<file path="src/verilog/pbs_pkg.sv">
package pbs_pkg;

  // ****************************************
  // timebase and interval figures
  // ****************************************
  localparam int unsigned CLK_HZ        = 100_000_000;
  localparam int unsigned CYC_PER_MS    = CLK_HZ / 1000;
  localparam int unsigned CYC_PER_US    = CLK_HZ / 1_000_000;
  localparam int unsigned T_STATUS_MS   = 50;
  localparam int unsigned T_LONG_MS     = 400;
  localparam int unsigned T_PDN_MS      = 1000;
  localparam int unsigned T_PUP_MS      = 5000;
  localparam int unsigned T_HARD_MS     = 5000;
  localparam int unsigned T_WAKE_MS     = 50;
  localparam int unsigned T_TIMEOUT_MS  = 14;
  localparam int unsigned T_EN_US       = 200;
  localparam int unsigned C_STATUS      = T_STATUS_MS * CYC_PER_MS;
  localparam int unsigned C_LONG        = T_LONG_MS * CYC_PER_MS;
  localparam int unsigned C_PDN         = T_PDN_MS * CYC_PER_MS;
  localparam int unsigned C_PUP         = T_PUP_MS * CYC_PER_MS;
  localparam int unsigned C_HARD        = T_HARD_MS * CYC_PER_MS;
  localparam int unsigned C_WAKE        = T_WAKE_MS * CYC_PER_MS;
  localparam int unsigned C_TIMEOUT     = T_TIMEOUT_MS * CYC_PER_MS;
  localparam int unsigned C_EN          = T_EN_US * CYC_PER_US;

  // ****************************************
  // regulator enables and command register
  // ****************************************
  localparam int unsigned N_REG         = 7;
  localparam int unsigned OE_SW_BIT     = 7;
  localparam logic [7:0]  OE_RESET      = 8'h00;
  localparam logic        DISCH_DEFAULT = 1'h0;

  typedef logic [31:0] pbs_cnt_t;
  localparam pbs_cnt_t CNT_MAX = 32'hFFFFFFFF;

  typedef enum logic [1:0] {
    POWER_DOWN_STATE,
    OFF_STATE,
    POWER_UP_STATE,
    POWER_ON_STATE
  } pbs_state_e;

  // conditioned button view
  typedef struct packed {
    logic pressed;
    logic long_press_event;
    logic hard_hold;
    logic status_n;
  } pbs_btn_s;

  // fault sources that force a shutdown
  typedef struct packed {
    logic low_supply;
    logic over_temp;
    logic rail_timeout;
  } pbs_fault_s;

endpackage

</file>
<file path="src/verilog/pbs_button.sv">
module pbs_button #(
  parameter pbs_pkg::pbs_cnt_t STATUS_CYC = pbs_pkg::pbs_cnt_t'(pbs_pkg::C_STATUS),
  parameter pbs_pkg::pbs_cnt_t LONG_CYC   = pbs_pkg::pbs_cnt_t'(pbs_pkg::C_LONG),
  parameter pbs_pkg::pbs_cnt_t HARD_CYC   = pbs_pkg::pbs_cnt_t'(pbs_pkg::C_HARD)
) (
  input  wire logic             clk_i,
  input  wire logic             rstn_i,
  input  wire logic             button_n_i,
  output pbs_pkg::pbs_btn_s     btn_o
);

  logic              sync_a;
  logic              sync_b;
  pbs_pkg::pbs_cnt_t press_cnt;
  pbs_pkg::pbs_cnt_t low_cnt;
  logic              status_low;
  logic              hard_pulse;

  // two-flop synchroniser; only sync_b is looked at
  always_ff @(posedge clk_i or negedge rstn_i) begin
    if (!rstn_i) begin
      sync_a <= 1'b1;
      sync_b <= 1'b1;
    end else begin
      sync_a <= button_n_i;
      sync_b <= sync_a;
    end
  end

  wire pressed    = ~sync_b;
  wire press_sat  = (press_cnt == HARD_CYC);
  wire min_done   = (low_cnt >= STATUS_CYC);
  wire status_set = pressed && (press_cnt == STATUS_CYC - 32'h1);

  // press length, saturating at the hard-reset figure
  always_ff @(posedge clk_i or negedge rstn_i) begin
    if (!rstn_i) begin
      press_cnt  <= '0;
      hard_pulse <= 1'b0;
    end else begin
      press_cnt  <= !pressed ? '0 : (press_sat ? press_cnt : press_cnt + 32'h1);
      hard_pulse <= pressed && (press_cnt == HARD_CYC - 32'h1);
    end
  end

  // status: low after debounce, held a minimum time, released with button
  always_ff @(posedge clk_i or negedge rstn_i) begin
    if (!rstn_i) begin
      status_low <= 1'b0;
      low_cnt    <= '0;
    end else begin
      if (status_set) begin
        status_low <= 1'b1;
      end else if (status_low && !pressed && min_done) begin
        status_low <= 1'b0;
      end
      low_cnt <= !status_low ? '0 : (min_done ? low_cnt : low_cnt + 32'h1);
    end
  end

  assign btn_o.pressed          = pressed;
  assign btn_o.long_press_event = pressed && (press_cnt >= LONG_CYC);
  assign btn_o.hard_hold        = hard_pulse;
  assign btn_o.status_n         = ~status_low;

endmodule

</file>
<file path="src/verilog/pbs_enable_gate.sv">
module pbs_enable_gate #(
  parameter pbs_pkg::pbs_cnt_t EN_CYC = pbs_pkg::pbs_cnt_t'(pbs_pkg::C_EN)
) (
  input  wire logic                       clk_i,
  input  wire logic                       rstn_i,
  input  wire logic [pbs_pkg::N_REG-1:0]  req_i,
  input  wire logic [pbs_pkg::N_REG-1:0]  discharged_i,
  input  wire logic                       wait_override_i,
  output logic      [pbs_pkg::N_REG-1:0]  enable_o
);

  // one delay line per regulator
  genvar g;
  generate
    for (g = 0; g < pbs_pkg::N_REG; g++) begin : g_reg
      pbs_pkg::pbs_cnt_t cnt;
      // a rising request is held off until the output has discharged, unless wait_override_i is set
      wire target = req_i[g] && (enable_o[g] || discharged_i[g] || wait_override_i);
      wire differ = (target != enable_o[g]);

      always_ff @(posedge clk_i or negedge rstn_i) begin
        if (!rstn_i) begin
          cnt         <= '0;
          enable_o[g] <= 1'b0;
        end else if (!differ) begin
          cnt <= '0;
        end else if (cnt >= EN_CYC - 32'h1) begin
          cnt         <= '0;
          enable_o[g] <= target;
        end else begin
          cnt <= cnt + 32'h1;
        end
      end
    end
  endgenerate

endmodule

</file>
<file path="src/verilog/pbs_sequencer.sv">
module pbs_sequencer #(
  parameter bit          SKIP_START     = 1'b0,
  parameter int unsigned STATUS_CYCLES  = pbs_pkg::C_STATUS,
  parameter int unsigned LONG_CYCLES    = pbs_pkg::C_LONG,
  parameter int unsigned PDN_CYCLES     = pbs_pkg::C_PDN,
  parameter int unsigned PUP_CYCLES     = pbs_pkg::C_PUP,
  parameter int unsigned HARD_CYCLES    = pbs_pkg::C_HARD,
  parameter int unsigned WAKE_CYCLES    = pbs_pkg::C_WAKE,
  parameter int unsigned TIMEOUT_CYCLES = pbs_pkg::C_TIMEOUT,
  parameter int unsigned EN_CYCLES      = pbs_pkg::C_EN
) (
  input  wire logic                       clk_i,
  input  wire logic                       rstn_i,
  input  wire logic                       button_n_i,
  input  wire logic                       host_power_hold_i,
  input  wire logic                       always_on_good_i,
  input  wire logic                       rails_good_i,
  input  wire logic                       low_supply_i,
  input  wire logic                       over_temp_i,
  input  wire logic                       timeout_mask_i,
  input  wire logic                       discharge_override_i,
  input  wire logic [pbs_pkg::N_REG-1:0]  regulator_enable_pin_i,
  input  wire logic [pbs_pkg::N_REG-1:0]  discharged_i,
  input  wire logic [pbs_pkg::N_REG-1:0]  keep_alive_i,
  input  wire logic                       oe_write_i,
  input  wire logic [7:0]                 oe_wdata_i,
  output logic      [7:0]                 output_enable_reg_o,
  output logic      [pbs_pkg::N_REG-1:0]  reg_enable_o,
  output logic                            wake_o,
  output logic                            wake_oe_o,
  output logic                            reset_out_n_o,
  output logic                            reset_out_n_oe_o,
  output logic                            button_status_n_o,
  output logic                            cmd_reset_o,
  output logic                            timeout_fault_o,
  output logic      [1:0]                 state_o
);

  // ****************************************
  // local counts
  // ****************************************
  localparam pbs_pkg::pbs_cnt_t PDN_CYC  = pbs_pkg::pbs_cnt_t'(PDN_CYCLES);
  localparam pbs_pkg::pbs_cnt_t PUP_CYC  = pbs_pkg::pbs_cnt_t'(PUP_CYCLES);
  localparam pbs_pkg::pbs_cnt_t WAKE_CYC = pbs_pkg::pbs_cnt_t'(WAKE_CYCLES);
  localparam pbs_pkg::pbs_cnt_t TOUT_CYC = pbs_pkg::pbs_cnt_t'(TIMEOUT_CYCLES);

  // ****************************************
  // state and registers
  // ****************************************
  pbs_pkg::pbs_state_e state;
  pbs_pkg::pbs_state_e next_state;
  pbs_pkg::pbs_cnt_t   tmr;
  pbs_pkg::pbs_cnt_t   next_tmr;
  pbs_pkg::pbs_cnt_t   rail_cnt;
  pbs_pkg::pbs_btn_s   btn;
  pbs_pkg::pbs_fault_s fault;
  logic                start_done;
  logic                button_reset;
  logic                next_button_reset;
  logic                pup_by_button;
  logic                next_pup_by_button;
  logic                off_pending;
  logic                next_off_pending;
  logic                shutdown;
  logic                soft_off;
  logic [7:0]          oe_reg;
  logic                wake_high;
  logic                rst_pull_low;
  logic                cmd_pulse;
  logic                status_n;

  // ****************************************
  // button conditioning
  // ****************************************
  pbs_button #(
    .STATUS_CYC (pbs_pkg::pbs_cnt_t'(STATUS_CYCLES)),
    .LONG_CYC   (pbs_pkg::pbs_cnt_t'(LONG_CYCLES)),
    .HARD_CYC   (pbs_pkg::pbs_cnt_t'(HARD_CYCLES))
  ) u_button (
    .clk_i      (clk_i),
    .rstn_i     (rstn_i),
    .button_n_i (button_n_i),
    .btn_o      (btn)
  );

  // ****************************************
  // fault sources
  // ****************************************
  wire in_pdn  = (state == pbs_pkg::POWER_DOWN_STATE);
  wire in_off  = (state == pbs_pkg::OFF_STATE);
  wire in_pup  = (state == pbs_pkg::POWER_UP_STATE);
  wire in_pon  = (state == pbs_pkg::POWER_ON_STATE);
  wire rail_sat = (rail_cnt == TOUT_CYC);

  // rails-low time only matters once the system is up
  always_ff @(posedge clk_i or negedge rstn_i) begin
    if (!rstn_i) begin
      rail_cnt <= '0;
    end else begin
      rail_cnt <= (!in_pon || rails_good_i) ? '0 : (rail_sat ? rail_cnt : rail_cnt + 32'h1);
    end
  end

  // a saturated count lingers one cycle after the rails recover; only a
  // still-low rail may raise the fault, or unmasking would trip it
  assign fault.rail_timeout = rail_sat && !rails_good_i && !timeout_mask_i;
  assign fault.low_supply   = low_supply_i;
  assign fault.over_temp    = over_temp_i;
  wire   any_fault          = |fault;

  // ****************************************
  // power sequence decisions
  // ****************************************
  // hard reset by press or fault; power-up is left alone by the press so
  // the press that woke the system does not also reset it
  wire hard_press  = in_pon && btn.hard_hold;
  wire fault_stop  = (in_pup || in_pon) && any_fault;
  wire tmr_sat     = (tmr == pbs_pkg::CNT_MAX);
  wire pdn_done    = in_pdn && (tmr >= PDN_CYC - 32'h1);
  wire pup_done    = in_pup && (tmr >= PUP_CYC - 32'h1);
  wire off_done    = in_pon && off_pending && (tmr >= WAKE_CYC - 32'h1);
  wire start_req   = btn.long_press_event || host_power_hold_i;

  always_comb begin
    next_state         = state;
    next_tmr           = tmr_sat ? tmr : tmr + 32'h1;
    next_button_reset  = button_reset;
    next_pup_by_button = pup_by_button;
    next_off_pending   = off_pending;
    shutdown           = 1'b0;
    soft_off           = 1'b0;
    unique case (state)
      pbs_pkg::POWER_DOWN_STATE: begin
        // inputs are not looked at until the timer ends
        if (pdn_done) begin
          next_button_reset = 1'b0;
          if (host_power_hold_i && !any_fault && start_done) begin
            next_state         = pbs_pkg::POWER_UP_STATE;
            next_pup_by_button = 1'b0;
          end else begin
            next_state = pbs_pkg::OFF_STATE;
          end
        end
      end
      pbs_pkg::OFF_STATE: begin
        if (start_req) begin
          next_state         = pbs_pkg::POWER_UP_STATE;
          next_pup_by_button = btn.long_press_event;
        end
      end
      pbs_pkg::POWER_UP_STATE: begin
        if (fault_stop) begin
          next_state = pbs_pkg::POWER_DOWN_STATE;
          shutdown   = 1'b1;
        end else if (pup_done) begin
          // without the host's confirmation, pass on to power-down
          next_state = host_power_hold_i ? pbs_pkg::POWER_ON_STATE
                                         : pbs_pkg::POWER_DOWN_STATE;
        end
      end
      pbs_pkg::POWER_ON_STATE: begin
        if (hard_press || fault_stop) begin
          next_state        = pbs_pkg::POWER_DOWN_STATE;
          next_button_reset = hard_press;
          next_off_pending  = 1'b0;
          shutdown          = 1'b1;
        end else if (off_done) begin
          next_state       = pbs_pkg::POWER_DOWN_STATE;
          next_off_pending = 1'b0;
          soft_off         = 1'b1;
        end else if (!off_pending) begin
          next_tmr         = '0;
          next_off_pending = !host_power_hold_i;
        end
      end
    endcase
    if (next_state != state) begin
      next_tmr = '0;
    end
  end

  // single timebase counter shared by the power-down, power-up and wake intervals
  always_ff @(posedge clk_i or negedge rstn_i) begin
    if (!rstn_i) begin
      state <= SKIP_START ? pbs_pkg::OFF_STATE : pbs_pkg::POWER_DOWN_STATE;
      tmr   <= '0;
    end else begin
      state <= next_state;
      tmr   <= next_tmr;
    end
  end

  // sequence flags
  always_ff @(posedge clk_i or negedge rstn_i) begin
    if (!rstn_i) begin
      button_reset  <= 1'b0;
      pup_by_button <= 1'b0;
      off_pending   <= 1'b0;
      start_done    <= SKIP_START;
    end else begin
      button_reset  <= next_button_reset;
      pup_by_button <= next_pup_by_button;
      off_pending   <= next_off_pending;
      if (pdn_done) begin
        start_done <= 1'b1;
      end
    end
  end

  // ****************************************
  // output enable command register
  // ****************************************
  // writes during power-down are dropped so a shutdown clear sticks
  always_ff @(posedge clk_i or negedge rstn_i) begin
    if (!rstn_i) begin
      oe_reg    <= pbs_pkg::OE_RESET;
      cmd_pulse <= 1'b0;
    end else begin
      cmd_pulse <= shutdown;
      if (shutdown || soft_off) begin
        oe_reg <= pbs_pkg::OE_RESET;
      end else if (oe_write_i && !in_pdn) begin
        oe_reg <= oe_wdata_i;
      end
    end
  end

  // ****************************************
  // regulator enable selection
  // ****************************************
  // software mode detaches the pins; keep-alive survives the off state
  wire                      sw_mode = oe_reg[pbs_pkg::OE_SW_BIT];
  wire [pbs_pkg::N_REG-1:0] sel_en  = sw_mode ? oe_reg[pbs_pkg::N_REG-1:0]
                                              : regulator_enable_pin_i;
  wire [pbs_pkg::N_REG-1:0] on_req  = sel_en | keep_alive_i;
  wire [pbs_pkg::N_REG-1:0] req     = in_pdn ? '0
                                    : (in_off ? keep_alive_i : on_req);

  pbs_enable_gate #(
    .EN_CYC (pbs_pkg::pbs_cnt_t'(EN_CYCLES))
  ) u_enable (
    .clk_i           (clk_i),
    .rstn_i          (rstn_i),
    .req_i           (req),
    .discharged_i    (discharged_i),
    .wait_override_i (discharge_override_i),
    .enable_o        (reg_enable_o)
  );

  // ****************************************
  // pins
  // ****************************************
  // wake: at once for a button start, after a delay for a hold start
  wire next_wake = (in_pup && !fault_stop && !(pup_done && !host_power_hold_i)
                    && (pup_by_button || tmr >= WAKE_CYC - 32'h1))
                 || (in_pon && !hard_press && !fault_stop && !off_done);

  // reset pin low until start-up and always-on regulator are good,
  // and through the power-down that follows a button hard reset
  wire next_rst_low = !(start_done && always_on_good_i)
                    || (in_pdn && button_reset)
                    || hard_press;

  always_ff @(posedge clk_i or negedge rstn_i) begin
    if (!rstn_i) begin
      wake_high    <= 1'b0;
      rst_pull_low <= 1'b1;
      status_n     <= 1'b1;
    end else begin
      wake_high    <= next_wake;
      rst_pull_low <= next_rst_low;
      status_n     <= btn.status_n;
    end
  end

  // open-drain pins only ever pull low
  assign wake_o              = 1'b0;
  assign wake_oe_o           = ~wake_high;
  assign reset_out_n_o       = 1'b0;
  assign reset_out_n_oe_o    = rst_pull_low;
  assign button_status_n_o   = status_n;
  assign output_enable_reg_o = oe_reg;
  assign cmd_reset_o         = cmd_pulse;
  assign timeout_fault_o     = fault.rail_timeout;
  assign state_o             = state;

endmodule

</file>
<file path="config.mk">
export PLATFORM = sky130hd
export DESIGN_NAME = pbs_sequencer
export DESIGN_NICKNAME = d
export VERILOG_FILES = /design/src/verilog/pbs_pkg.sv /design/src/verilog/pbs_button.sv /design/src/verilog/pbs_enable_gate.sv /design/src/verilog/pbs_sequencer.sv
export SDC_FILE = /design/constraint.sdc
export NUM_CORES = 1
export LEC_CHECK = 0
export BUFFER_PORTS_ARGS = -buffer_cell sky130_fd_sc_hd__buf_2
export CELL_PAD_IN_SITES_DETAIL_PLACEMENT = 1
export CELL_PAD_IN_SITES_GLOBAL_PLACEMENT = 1
export CORE_MARGIN = 2
export CORE_UTILIZATION = 49
export DETAILED_ROUTE_END_ITERATION = 10
export PLACE_DENSITY = 0.85
export RECOVER_POWER = 25
export SYNTH_ARGS = -nofsm -noshare
export SYNTH_HDL_FRONTEND = slang
export SYNTH_SLANG_ARGS = --single-unit
</file>
<file path="constraint.sdc">
create_clock -name clk_i -period 3.8 [get_ports clk_i]
set_clock_uncertainty 0.05 [all_clocks]
set_input_delay 0.57 -clock clk_i [delete_from_list [all_inputs] [get_ports clk_i]]
set_output_delay 0.57 -clock clk_i [all_outputs]
set_load 0.05 [all_outputs]
</file>
After elaboration in Yosys (flattened, before gate mapping)
Index checks and enable logic that the tools add are counted.

Latch bits: 0. Bits in read-only memories: 0. Input port bits: 40. Word-level logic and storage cells: 221. Memories kept: 0. Bits in registers: 381. RAM bits: 0. Output and inout port bits: 24.

Reductions and logical operators: 81. Divide/modulo/power cells: 0. Multiplexer cells: 58. Multiply operators: 0. $add $sub $neg: 11. Bitwise gates (word level): 4. Magnitude comparators: 12. Eq/ne operators: 23. Shifts and indexed selects: 0.

Operators by type and width (count): $mux 32 (26); $add 32x1->32 const B (11); $ge 32x15->1 const B (7); $eq 32x29->1 const B (2); $ge 32x23->1 const B (2); $eq 32x21->1 const B (1); $eq 32x23->1 const B (1); $eq 32x32->1 const B (1); $ge 32x26->1 const B (1); $ge 32x27->1 const B (1); $ge 32x29->1 const B (1); $logic_and 1x1->1 (32); $logic_or 1x1->1 (23); $mux 7 (3); $mux 2 (8); $mux 8 (2); $mux 1 (15); $reduce_and 2->1 (7); $ne 2x1->1 const B (6); $logic_not 1->1 (11); $pmux 2 s4 (1); $reduce_bool 2->1 (4); $ne 1x1->1 (7); $or 7x7->7 (1); other kinds (10) (15).

Longest topological paths before layout
Gate-level depths: netlist of the first run.

Depth after elaboration: 12. Gate-level depth with buffers: 11. Gate-level depth less buffers: 9.

Hierarchy
From an unflattened synthesis of the first run, not the netlist that was laid out.

Cells, all modules: 1629. Area total of the unflattened synthesis: 17027.6 µm².

By module, submodules not included: pbs_enable_gate (seq. area each 5780.5 µm², cells each 730, area each 8694.6 µm², times used 1); pbs_sequencer (seq. area each 2054.5 µm², cells each 520, area each 4693.3 µm², times used 1); pbs_button (seq. area each 1704.1 µm², cells each 379, area each 3639.7 µm², times used 1).

Worst setup path before layout of the first run
OpenSTA, ideal clock, no wires.

Path kind: reg2out. From: register rail_cnt[0]. To: output timeout_fault_o. Slack: 0.541 ns. Cell stages (with the launch flop): 6. Required time: 3.180 ns. Arrival: 2.639 ns. Buffers on the path: 0. Path through: dfrtp_1 > inv_1 > ha_1 > nor4b_1 > nand4_1 > nor4_1.

Cells in the longest elaborated chain, start to end: 3.

Ends and longest elaborated chain: from (decl) (line pbs_sequencer.sv:54) `pbs_pkg::pbs_cnt_t rail_cnt;`; from (signal assigned) (line pbs_sequencer.sv:100) `rail_cnt <= (!in_pon || rails_good_i) ? '0 : (rail_sat ? rail_cnt : rail_cnt + 32'h1);`; $eq 32x21->1 (line pbs_sequencer.sv:93) `wire rail_sat = (rail_cnt == TOUT_CYC);`; $logic_and 1x1->1 (2 in series) (line pbs_sequencer.sv:106) `assign fault.rail_timeout = rail_sat && !rails_good_i && !timeout_mask_i;`; to (decl) (line pbs_sequencer.sv:35) `output logic timeout_fault_o,`.

No other way between the ends.

Worst setup path after layout of the first run
From: register rail_cnt[0]. To: register tmr[1].

Cells in the longest elaborated chain, start to end: 12. Elaborated cells on any way between the ends: 18.

Ends and longest elaborated chain: $eq 32x21->1 * (line pbs_sequencer.sv:93); $logic_and 1x1->1 * (2 in series) (line pbs_sequencer.sv:106); $reduce_or 3->1 * (line pbs_sequencer.sv:109) `wire any_fault = |fault;`; $logic_not 1->1 (line pbs_sequencer.sv:137) `if (host_power_hold_i && !any_fault && start_done) begin`; $logic_and 1x1->1 (2 in series) (line pbs_sequencer.sv:137); $mux 2 (line pbs_sequencer.sv:137); $mux 2 (line pbs_sequencer.sv:135) `if (pdn_done) begin`; $pmux 2 s4 (line pbs_sequencer.sv:132) `unique case (state)`; $ne 2x2->1 (line pbs_sequencer.sv:177) `if (next_state != state) begin`; $mux 32 * (line pbs_sequencer.sv:177); net next_tmr[1] (line pbs_sequencer.sv:53) `pbs_pkg::pbs_cnt_t next_tmr;`; to (signal assigned) (line pbs_sequencer.sv:189) `tmr <= next_tmr;`; to (decl) (line pbs_sequencer.sv:52) `pbs_pkg::pbs_cnt_t tmr;`.

Mark *: on every way through the listed nets, which the timed path passes. The rest lies on a longest branch. A chain may end at the register's enable or synchronous reset.

==> results of run 1 <==
[registers in the layout, summed over array words and instances (netlist names)]
register / count
button_reset: 1
button_status_n_o: 1
cmd_reset_o: 1
off_pending: 1
output_enable_reg_o: 8
pup_by_button: 1
rail_cnt: 32
reset_out_n_oe_o: 1
start_done: 1
state_o: 2
tmr: 32
u_button.hard_pulse: 1
u_button.low_cnt: 32
u_button.press_cnt: 32
u_button.status_low: 1
u_button.sync_a: 1
u_button.sync_b: 1
u_enable.enable_o: 7
u_enable.g.cnt: 224
wake_high: 1
[cell families after synthesis]
logic type / Yosys count
compound gates: 139
flops: 381
other cells: 1
simple gates: 807
xor+xnor: 172
mux: 33
fa+ha+maj: 18
buf+inv: 98
[area by class of cell]
class                      instances  area share [%]
clock inverter                    22           1.963
multi-input combinational       1290           37.69
clock buffer                      55           6.046
tap                              448           2.845
inverter                          35          0.6669
antenna                            1         0.01270
sequential                       381           48.42
timing repair buffer              77           2.350
[final timing paths]
kind                                           startpoint                        end  slack [ns]  depth (start not counted)
min in group asynchronous                          rstn_i    rail_cnt[9]$_DFFE_PN0P_        1.08                          2
worst min-delay path                           button_n_i  u_button.sync_a$_DFF_PN1_        0.05                          1
max in group asynchronous                          rstn_i          tmr[18]$_DFF_PN0_        1.08                          3
worst max-delay path              rail_cnt[0]$_DFFE_PN0P_           tmr[1]$_DFF_PN0_        0.32                         10
worst min register to register  u_button.sync_a$_DFF_PN1_  u_button.sync_b$_DFF_PN1_        0.32                          0
worst max register to register    rail_cnt[0]$_DFFE_PN0P_           tmr[1]$_DFF_PN0_        0.32                         10
[stage by stage]
step / utilization, % / power, W
finish: 58.46 / 0.009169
CTS: 58.49 / 0.009252
global placement: 53.78 / 0.004585
floorplan: - / 0.004439
global route: 58.46 / 0.009463
detailed placement: 53.78 / 0.004615
[cell usage after synthesis, types with 11 or more instances]
cell type,n,area (µm²)
clkbuf_1,52,195.2
xor2_1,89,779.5
o21ai_0,27,135.1
nor2b_1,12,75.07
mux2i_1,30,300.3
and3_1,48,300.3
nor2_1,258,968.4
nand2_1,136,510.5
o31ai_1,14,105.1
or4_1,11,82.58
inv_1,34,127.6
ha_1,18,225.2
nand3_1,95,475.5
nor3_1,56,280.3
and2_1,12,75.07
nand4_1,43,269.0
a21oi_1,51,255.2
or2_2,15,93.84
nor4_1,59,369.1
or3_1,17,106.4
dfrtp_1,377,9434
nand2b_1,13,81.33
xnor2_1,83,727.0
[power by group]
group	internal, W	switching, W	total (W)
logic	0.0000930	0.000219	0.000312
clock network	0.00285	0.00176	0.00460
registers	0.00416	0.0000915	0.00425
total	0.00710	0.00207	0.00917
[layer usage]
layer | vias to the layer above | part of all wire, % | GRT usage [%]
met4 | 0 | 3.6 | 11.36
met2 | 316 | 51 | 46.11
li1 | 5919 | - | -
met1 | 6622 | 41 | 32.14
met5 | - | 0 | 0
met3 | 126 | 4.1 | 4.353
[timing repair]
item | CTS | global route
setup endpoints to repair | 0 | 0
hold buffers | 1 | 0
hold endpoints to repair | 62 | 0
==> impl_metrics.env, run 1 <==
export IMPL_worst_slack_ns=0.3196
export IMPL_drive_gt1_share_pct=9.624
export IMPL_cts_reportedPaths_clkPinSlew_ns=0.06
export IMPL_max_clock_freq_ghz=0.2873
export IMPL_final_seq_area_mm2=0.009539
export IMPL_drcViolationCount=0
export IMPL_layout_cells_most_common="dfrtp_1"
export IMPL_htreeDepth=2
export IMPL_dpl_cell_area_mm2=0.01812
export IMPL_synth_top_family_by_area="simple AND/OR/NAND/NOR gates"
export IMPL_most_common_layout_cells="dfrtp_1 (377), nor2_1 (258), nand2_1 (136)"
export IMPL_layout_nets=1885
export IMPL_syn_cell_area_mm2=0.01687
export IMPL_port_buffers=61
export IMPL_grt_max_degree=107
export IMPL_num_rows=67
export IMPL_cts_tree="built"
export IMPL_fin_crit_ns=3.480
export IMPL_numClockSinks=381
export IMPL_async_flop_share_pct=100.0
export IMPL_postRouteAntennaNets=0
export IMPL_core_mm2=0.03370
export IMPL_crit_type="register to register"
export IMPL_cap_violations=1
export IMPL_dpl_hpwl_um=27030
export IMPL_holdWs_ns=0.05211
export IMPL_cp_top_family="simple AND/OR/NAND/NOR gates"
export IMPL_violations="capacitance limit, slew limit"
export IMPL_leakage_nw=8.543
export IMPL_grtUsageTotal_pct=26.29
export IMPL_dp_cells=2230
export IMPL_overflow=0
export IMPL_dp_worst_setup_slack_ns=0.3653
export IMPL_power_density_mw_per_mm2=465.4
export IMPL_synth_edf_count=0
export IMPL_die_y_um=189.6
export IMPL_cts_resized=0
export IMPL_cp_arrival_ns=3.88
export IMPL_critPathMostFrequentCell="nor4b_1"
export IMPL_gp_congestion=0.8350
export IMPL_via_per_inst=5.623
export IMPL_cts_buffers=42
export IMPL_finalHoldViolations=0
export IMPL_ys_seq_area_share_pct=56.54
export IMPL_final_setup_viol_count=0
export IMPL_vias=12983
export IMPL_ys_types=68
export IMPL_crit_path_start_kind="register"
export IMPL_cp_max_fo=19
export IMPL_hold_path_class="input port to register"
export IMPL_multi_input_area_mm2=0.007426
export IMPL_root_buffer="clkbuf_16"
export IMPL_start_util_pct=50.06
export IMPL_io_pins=64
export IMPL_fin_crit_sh_pct=91.59
export IMPL_grt_pass1_vias=14568
export IMPL_yosys_warnings=0
export IMPL_dieWidth_um=189.6
export IMPL_slew_headroom_pct=-34.37
export IMPL_grt_setup_unrepaired="false"
export IMPL_nFillCells=3735
export IMPL_peakVddDrop_v=0.0003979
export IMPL_synth_area_mux_share_pct=1.980
export IMPL_drt_first_pass_iters=5
export IMPL_syn_avg_cell_area_um2=10.23
export IMPL_post_cts_buffers=0
export IMPL_synth_compound_area_share_pct=5.347
export IMPL_crit_buf_inv=2
export IMPL_status="complete, but fails checks"
export IMPL_clockBufferDepth=3
export IMPL_synthAdderAreaFrac_pct=1.335
export IMPL_die_area_mm2=0.03593
export IMPL_synth_xor_area_share_pct=8.929
export IMPL_route_final_wire_length_um=45360
export IMPL_stdcell_count=2309
export IMPL_antenna_found_initial=1
export IMPL_path_cells="inv_1 > ha_1 > nor4b_1 > nand4_1 > o41ai_4 > nor4_1 > nor4b_1 > a211oi_4 > buf_4 > nor4b_1"
export IMPL_synth_seq_cells=381
export IMPL_wl_per_cell_um=19.64
export IMPL_synthSimpleGateAreaFrac_pct=23.58
export IMPL_drt_iter0_markers=709
export IMPL_synth_flop_cell="dfrtp_1"
export IMPL_area_growth_pct=16.77
export IMPL_max_stage_delay_ns=0.55
export IMPL_clk_latency_ns=0.58
export IMPL_postSynthCellCount=1649
export IMPL_finalSetupTns_ns=0
export IMPL_slowest_stage="o41ai_4"
export IMPL_grt_pass1_wl_um=75470
export IMPL_end_kind="register"
export IMPL_post_route_cell_area_mm2=0.01970
export IMPL_worst_pin_slew_ns=2.016
export IMPL_slew_violations=67
export IMPL_crit_required_ns=4.20
Power figures use the tool's default switching activity.
==> run 2, diff against run 1 <==
ABC_AREA = 1   (was unset)
CORE_UTILIZATION = 48   (was 49)
HOLD_SLACK_MARGIN = 0.12   (was unset)
PLACE_DENSITY = 0.86   (was 0.85)
==> impl_metrics.env, run 2 <==
export IMPL_via_per_inst=5.357
export IMPL_io_pins=64
export IMPL_async_flop_share_pct=100.0
export IMPL_root_buffer="clkbuf_16"
export IMPL_layout_cells_most_common="dfrtp_1"
export IMPL_synth_edf_count=0
export IMPL_dpl_hpwl_um=32780
export IMPL_hold_buffers=2
export IMPL_nFillCells=4348
export IMPL_port_buffers=61
export IMPL_fin_crit_ns=2.967
export IMPL_crit_buf_inv=1
export IMPL_crit_path_start_kind="register"
export IMPL_synth_top_cells_by_count="dfrtp_1 (377), nand2_1 (367), nor2_1 (301), inv_1 (292), a21oi_1 (108)"
export IMPL_max_clock_freq_ghz=0.3370
export IMPL_route_final_wire_length_um=46830
export IMPL_ys_types=54
export IMPL_synthTopCellsByArea="dfrtp_1 (54%), nand2_1 (7.9%), nor2_1 (6.5%), inv_1 (6.3%), a21oi_1 (3.1%)"
export IMPL_utilization_pct=56.68
export IMPL_grt_max_degree=87
export IMPL_layout_nets=2328
export IMPL_leakage_nw=9.268
export IMPL_final_setup_viol_count=0
export IMPL_final_seq_area_mm2=0.009539
export IMPL_highest_layer="met4"
export IMPL_num_rows=69
export IMPL_grt_pass1_wl_um=78570
export IMPL_regMostFlops="u_enable.g.cnt"
export IMPL_dieWidth_um=195.0
export IMPL_vias=14801
export IMPL_grt_setup_unrepaired="false"
export IMPL_post_synth_top_count_cell="dfrtp_1"
export IMPL_syn_avg_cell_area_um2=8.493
export IMPL_finalSetupTns_ns=0
export IMPL_synth_top_area_cell="dfrtp_1"
export IMPL_gp_congestion=0.8962
export IMPL_cp_top_family="simple AND/OR/NAND/NOR gates"
export IMPL_syn_cell_area_mm2=0.01750
export IMPL_grtUsageTotal_pct=25.38
export IMPL_antenna_found_initial=2
export IMPL_cts_buffers=42
export IMPL_max_stage_delay_ns=0.44
export IMPL_post_cts_buffers=0
export IMPL_critPathMostFrequentCell="nand2_1"
export IMPL_power_density_mw_per_mm2=472.3
export IMPL_drive_gt1_share_pct=7.652
export IMPL_grt_pass1_vias=16177
export IMPL_wl_met2_um=24300
export IMPL_cts_reportedPaths_clkPinSlew_ns=0.07
export IMPL_hold_path_class="input port to register"
export IMPL_crit_required_ns=4.23
export IMPL_ys_seq_area_share_pct=54.50
export IMPL_worst_slack_ns=0.8326
export IMPL_cp_max_fo=32
export IMPL_slew_headroom_pct=-59.05
export IMPL_drt_first_pass_iters=5
export IMPL_cts_resized=0
export IMPL_synth_seq_cells=381
export IMPL_dp_worst_setup_slack_ns=0.9585
export IMPL_drt_iter0_markers=660
export IMPL_cap_violations=1
export IMPL_synth_flop_cell="dfrtp_1"
export IMPL_postRouteAntennaNets=0
export IMPL_wl_met1_um=19260
export IMPL_clk_latency_ns=0.57
export IMPL_drcViolationCount=0
export IMPL_cp_arrival_ns=3.40
export IMPL_start_util_pct=48.97
export IMPL_end_kind="register"
export IMPL_postSynthCellCount=2061
export IMPL_clockBufferDepth=3
export IMPL_holdWs_ns=0.2002
export IMPL_htreeDepth=2
export IMPL_die_y_um=195.0
export IMPL_area_growth_pct=15.74
export IMPL_multi_input_area_mm2=0.007149
export IMPL_status="complete, but fails checks"
export IMPL_finalHoldViolations=0
export IMPL_peakVddDrop_v=0.0003092
export IMPL_largest_reg_flops=224
export IMPL_numClockSinks=381
export IMPL_die_area_mm2=0.03801
export IMPL_wl_per_cell_um=16.95
export IMPL_path_cells="ha_1 > clkinv_1 > or2_2 > nor2_1 > nand2_1 > nand3_1 > nand3_1 > nand2_2 > nand2_1 > nand2_1 > nand2_4 > nor2_1"
export IMPL_yosys_warnings=0
export IMPL_slew_violations=84
export IMPL_fin_crit_sh_pct=78.09
export IMPL_most_common_layout_cells="dfrtp_1 (377), nand2_1 (367), nor2_1 (301)"
export IMPL_synth_top_area_share_pct=53.90
export IMPL_crit_type="register to register"
export IMPL_route_met3_wl_um=1708
export IMPL_core_mm2=0.03574
export IMPL_worst_pin_slew_ns=2.386
export IMPL_overflow=0
export IMPL_violations="capacitance limit, slew limit"
export IMPL_cts_tree="built"
export IMPL_slowest_stage="dfrtp_1"
## run 2: logic make-up after synthesis
logic type | after synthesis | share of synthesized area [%]
AND/OR/NAND/NOR | 1029 | 26.41
flip-flops | 381 | 54.50
buffers and inverters | 327 | 7.234
AO/OA/AOI/OAI | 266 | 8.599
XOR/XNOR | 39 | 1.951
adder cells (fa/ha/maj) | 18 | 1.287
other | 1 | 0.02142
## run 2: path summary, 6_finish.rpt
kind / startpoint / endpoint / slack (ns) / cells past startpoint
max: state_o[0]$_DFF_PN0_ / tmr[17]$_DFF_PN0_ / 0.83 / 12
min: oe_wdata_i[0] / output_enable_reg_o[0]$_DFFE_PN0P_ / 0.20 / 3
max reg2reg: state_o[0]$_DFF_PN0_ / tmr[17]$_DFF_PN0_ / 0.83 / 12
min reg2reg: u_button.sync_a$_DFF_PN1_ / u_button.sync_b$_DFF_PN1_ / 0.32 / 0
max in group asynchronous: rstn_i / u_button.press_cnt[19]$_DFFE_PN0P_ / 0.87 / 3
min in group asynchronous: rstn_i / tmr[14]$_DFF_PN0_ / 1.19 / 2
## run 2: routing by layer
metal,vias up,track usage (%)
met5,-,0
met3,101,3.488
met4,0,9.980
met2,279,46.72
met1,7397,29.89
li1,7024,-
## run 2: worst register-to-register path: stages (launching register included)
cell and delay [ns]:
dfrtp_1 0.44, ha_1 0.33, clkinv_1 0.34, or2_2 0.39
nor2_1 0.15, nand2_1 0.11, nand3_1 0.10, nand3_1 0.14
nand2_2 0.14, nand2_1 0.07, nand2_1 0.10, nand2_4 0.26
nor2_1 0.27
## run 2: area by class of cell
type | count | area share [%]
flip-flops and latches | 381 | 47.09
inverters | 299 | 5.540
multi-input cells | 1473 | 35.29
clock inverters | 17 | 1.099
well taps | 461 | 2.847
clock buffers | 57 | 6.009
repair buffers | 73 | 2.106
diodes | 2 | 0.02470
## run 2: report_power, final
| group | internal (W) | leakage (nW) | switching (W) |
|---|---|---|---|
| sequential | 0.00422 | 5.01 | 0.000135 |
| combinational | 0.000234 | 3.55 | 0.000770 |
| clock | 0.00253 | 0.707 | 0.00168 |
## run 2: stage by stage
step / instances / total power (W) / cell area, µm²
final: 2763 / 0.009568 / 20260
after global routing: 2762 / 0.009932 / 20260
after CTS: 2761 / 0.009665 / 20280
after detailed placement: 2685 / 0.005422 / 18820
after global placement: 2685 / 0.005376 / 18820
after floorplan: 2181 / 0.005091 / 17950
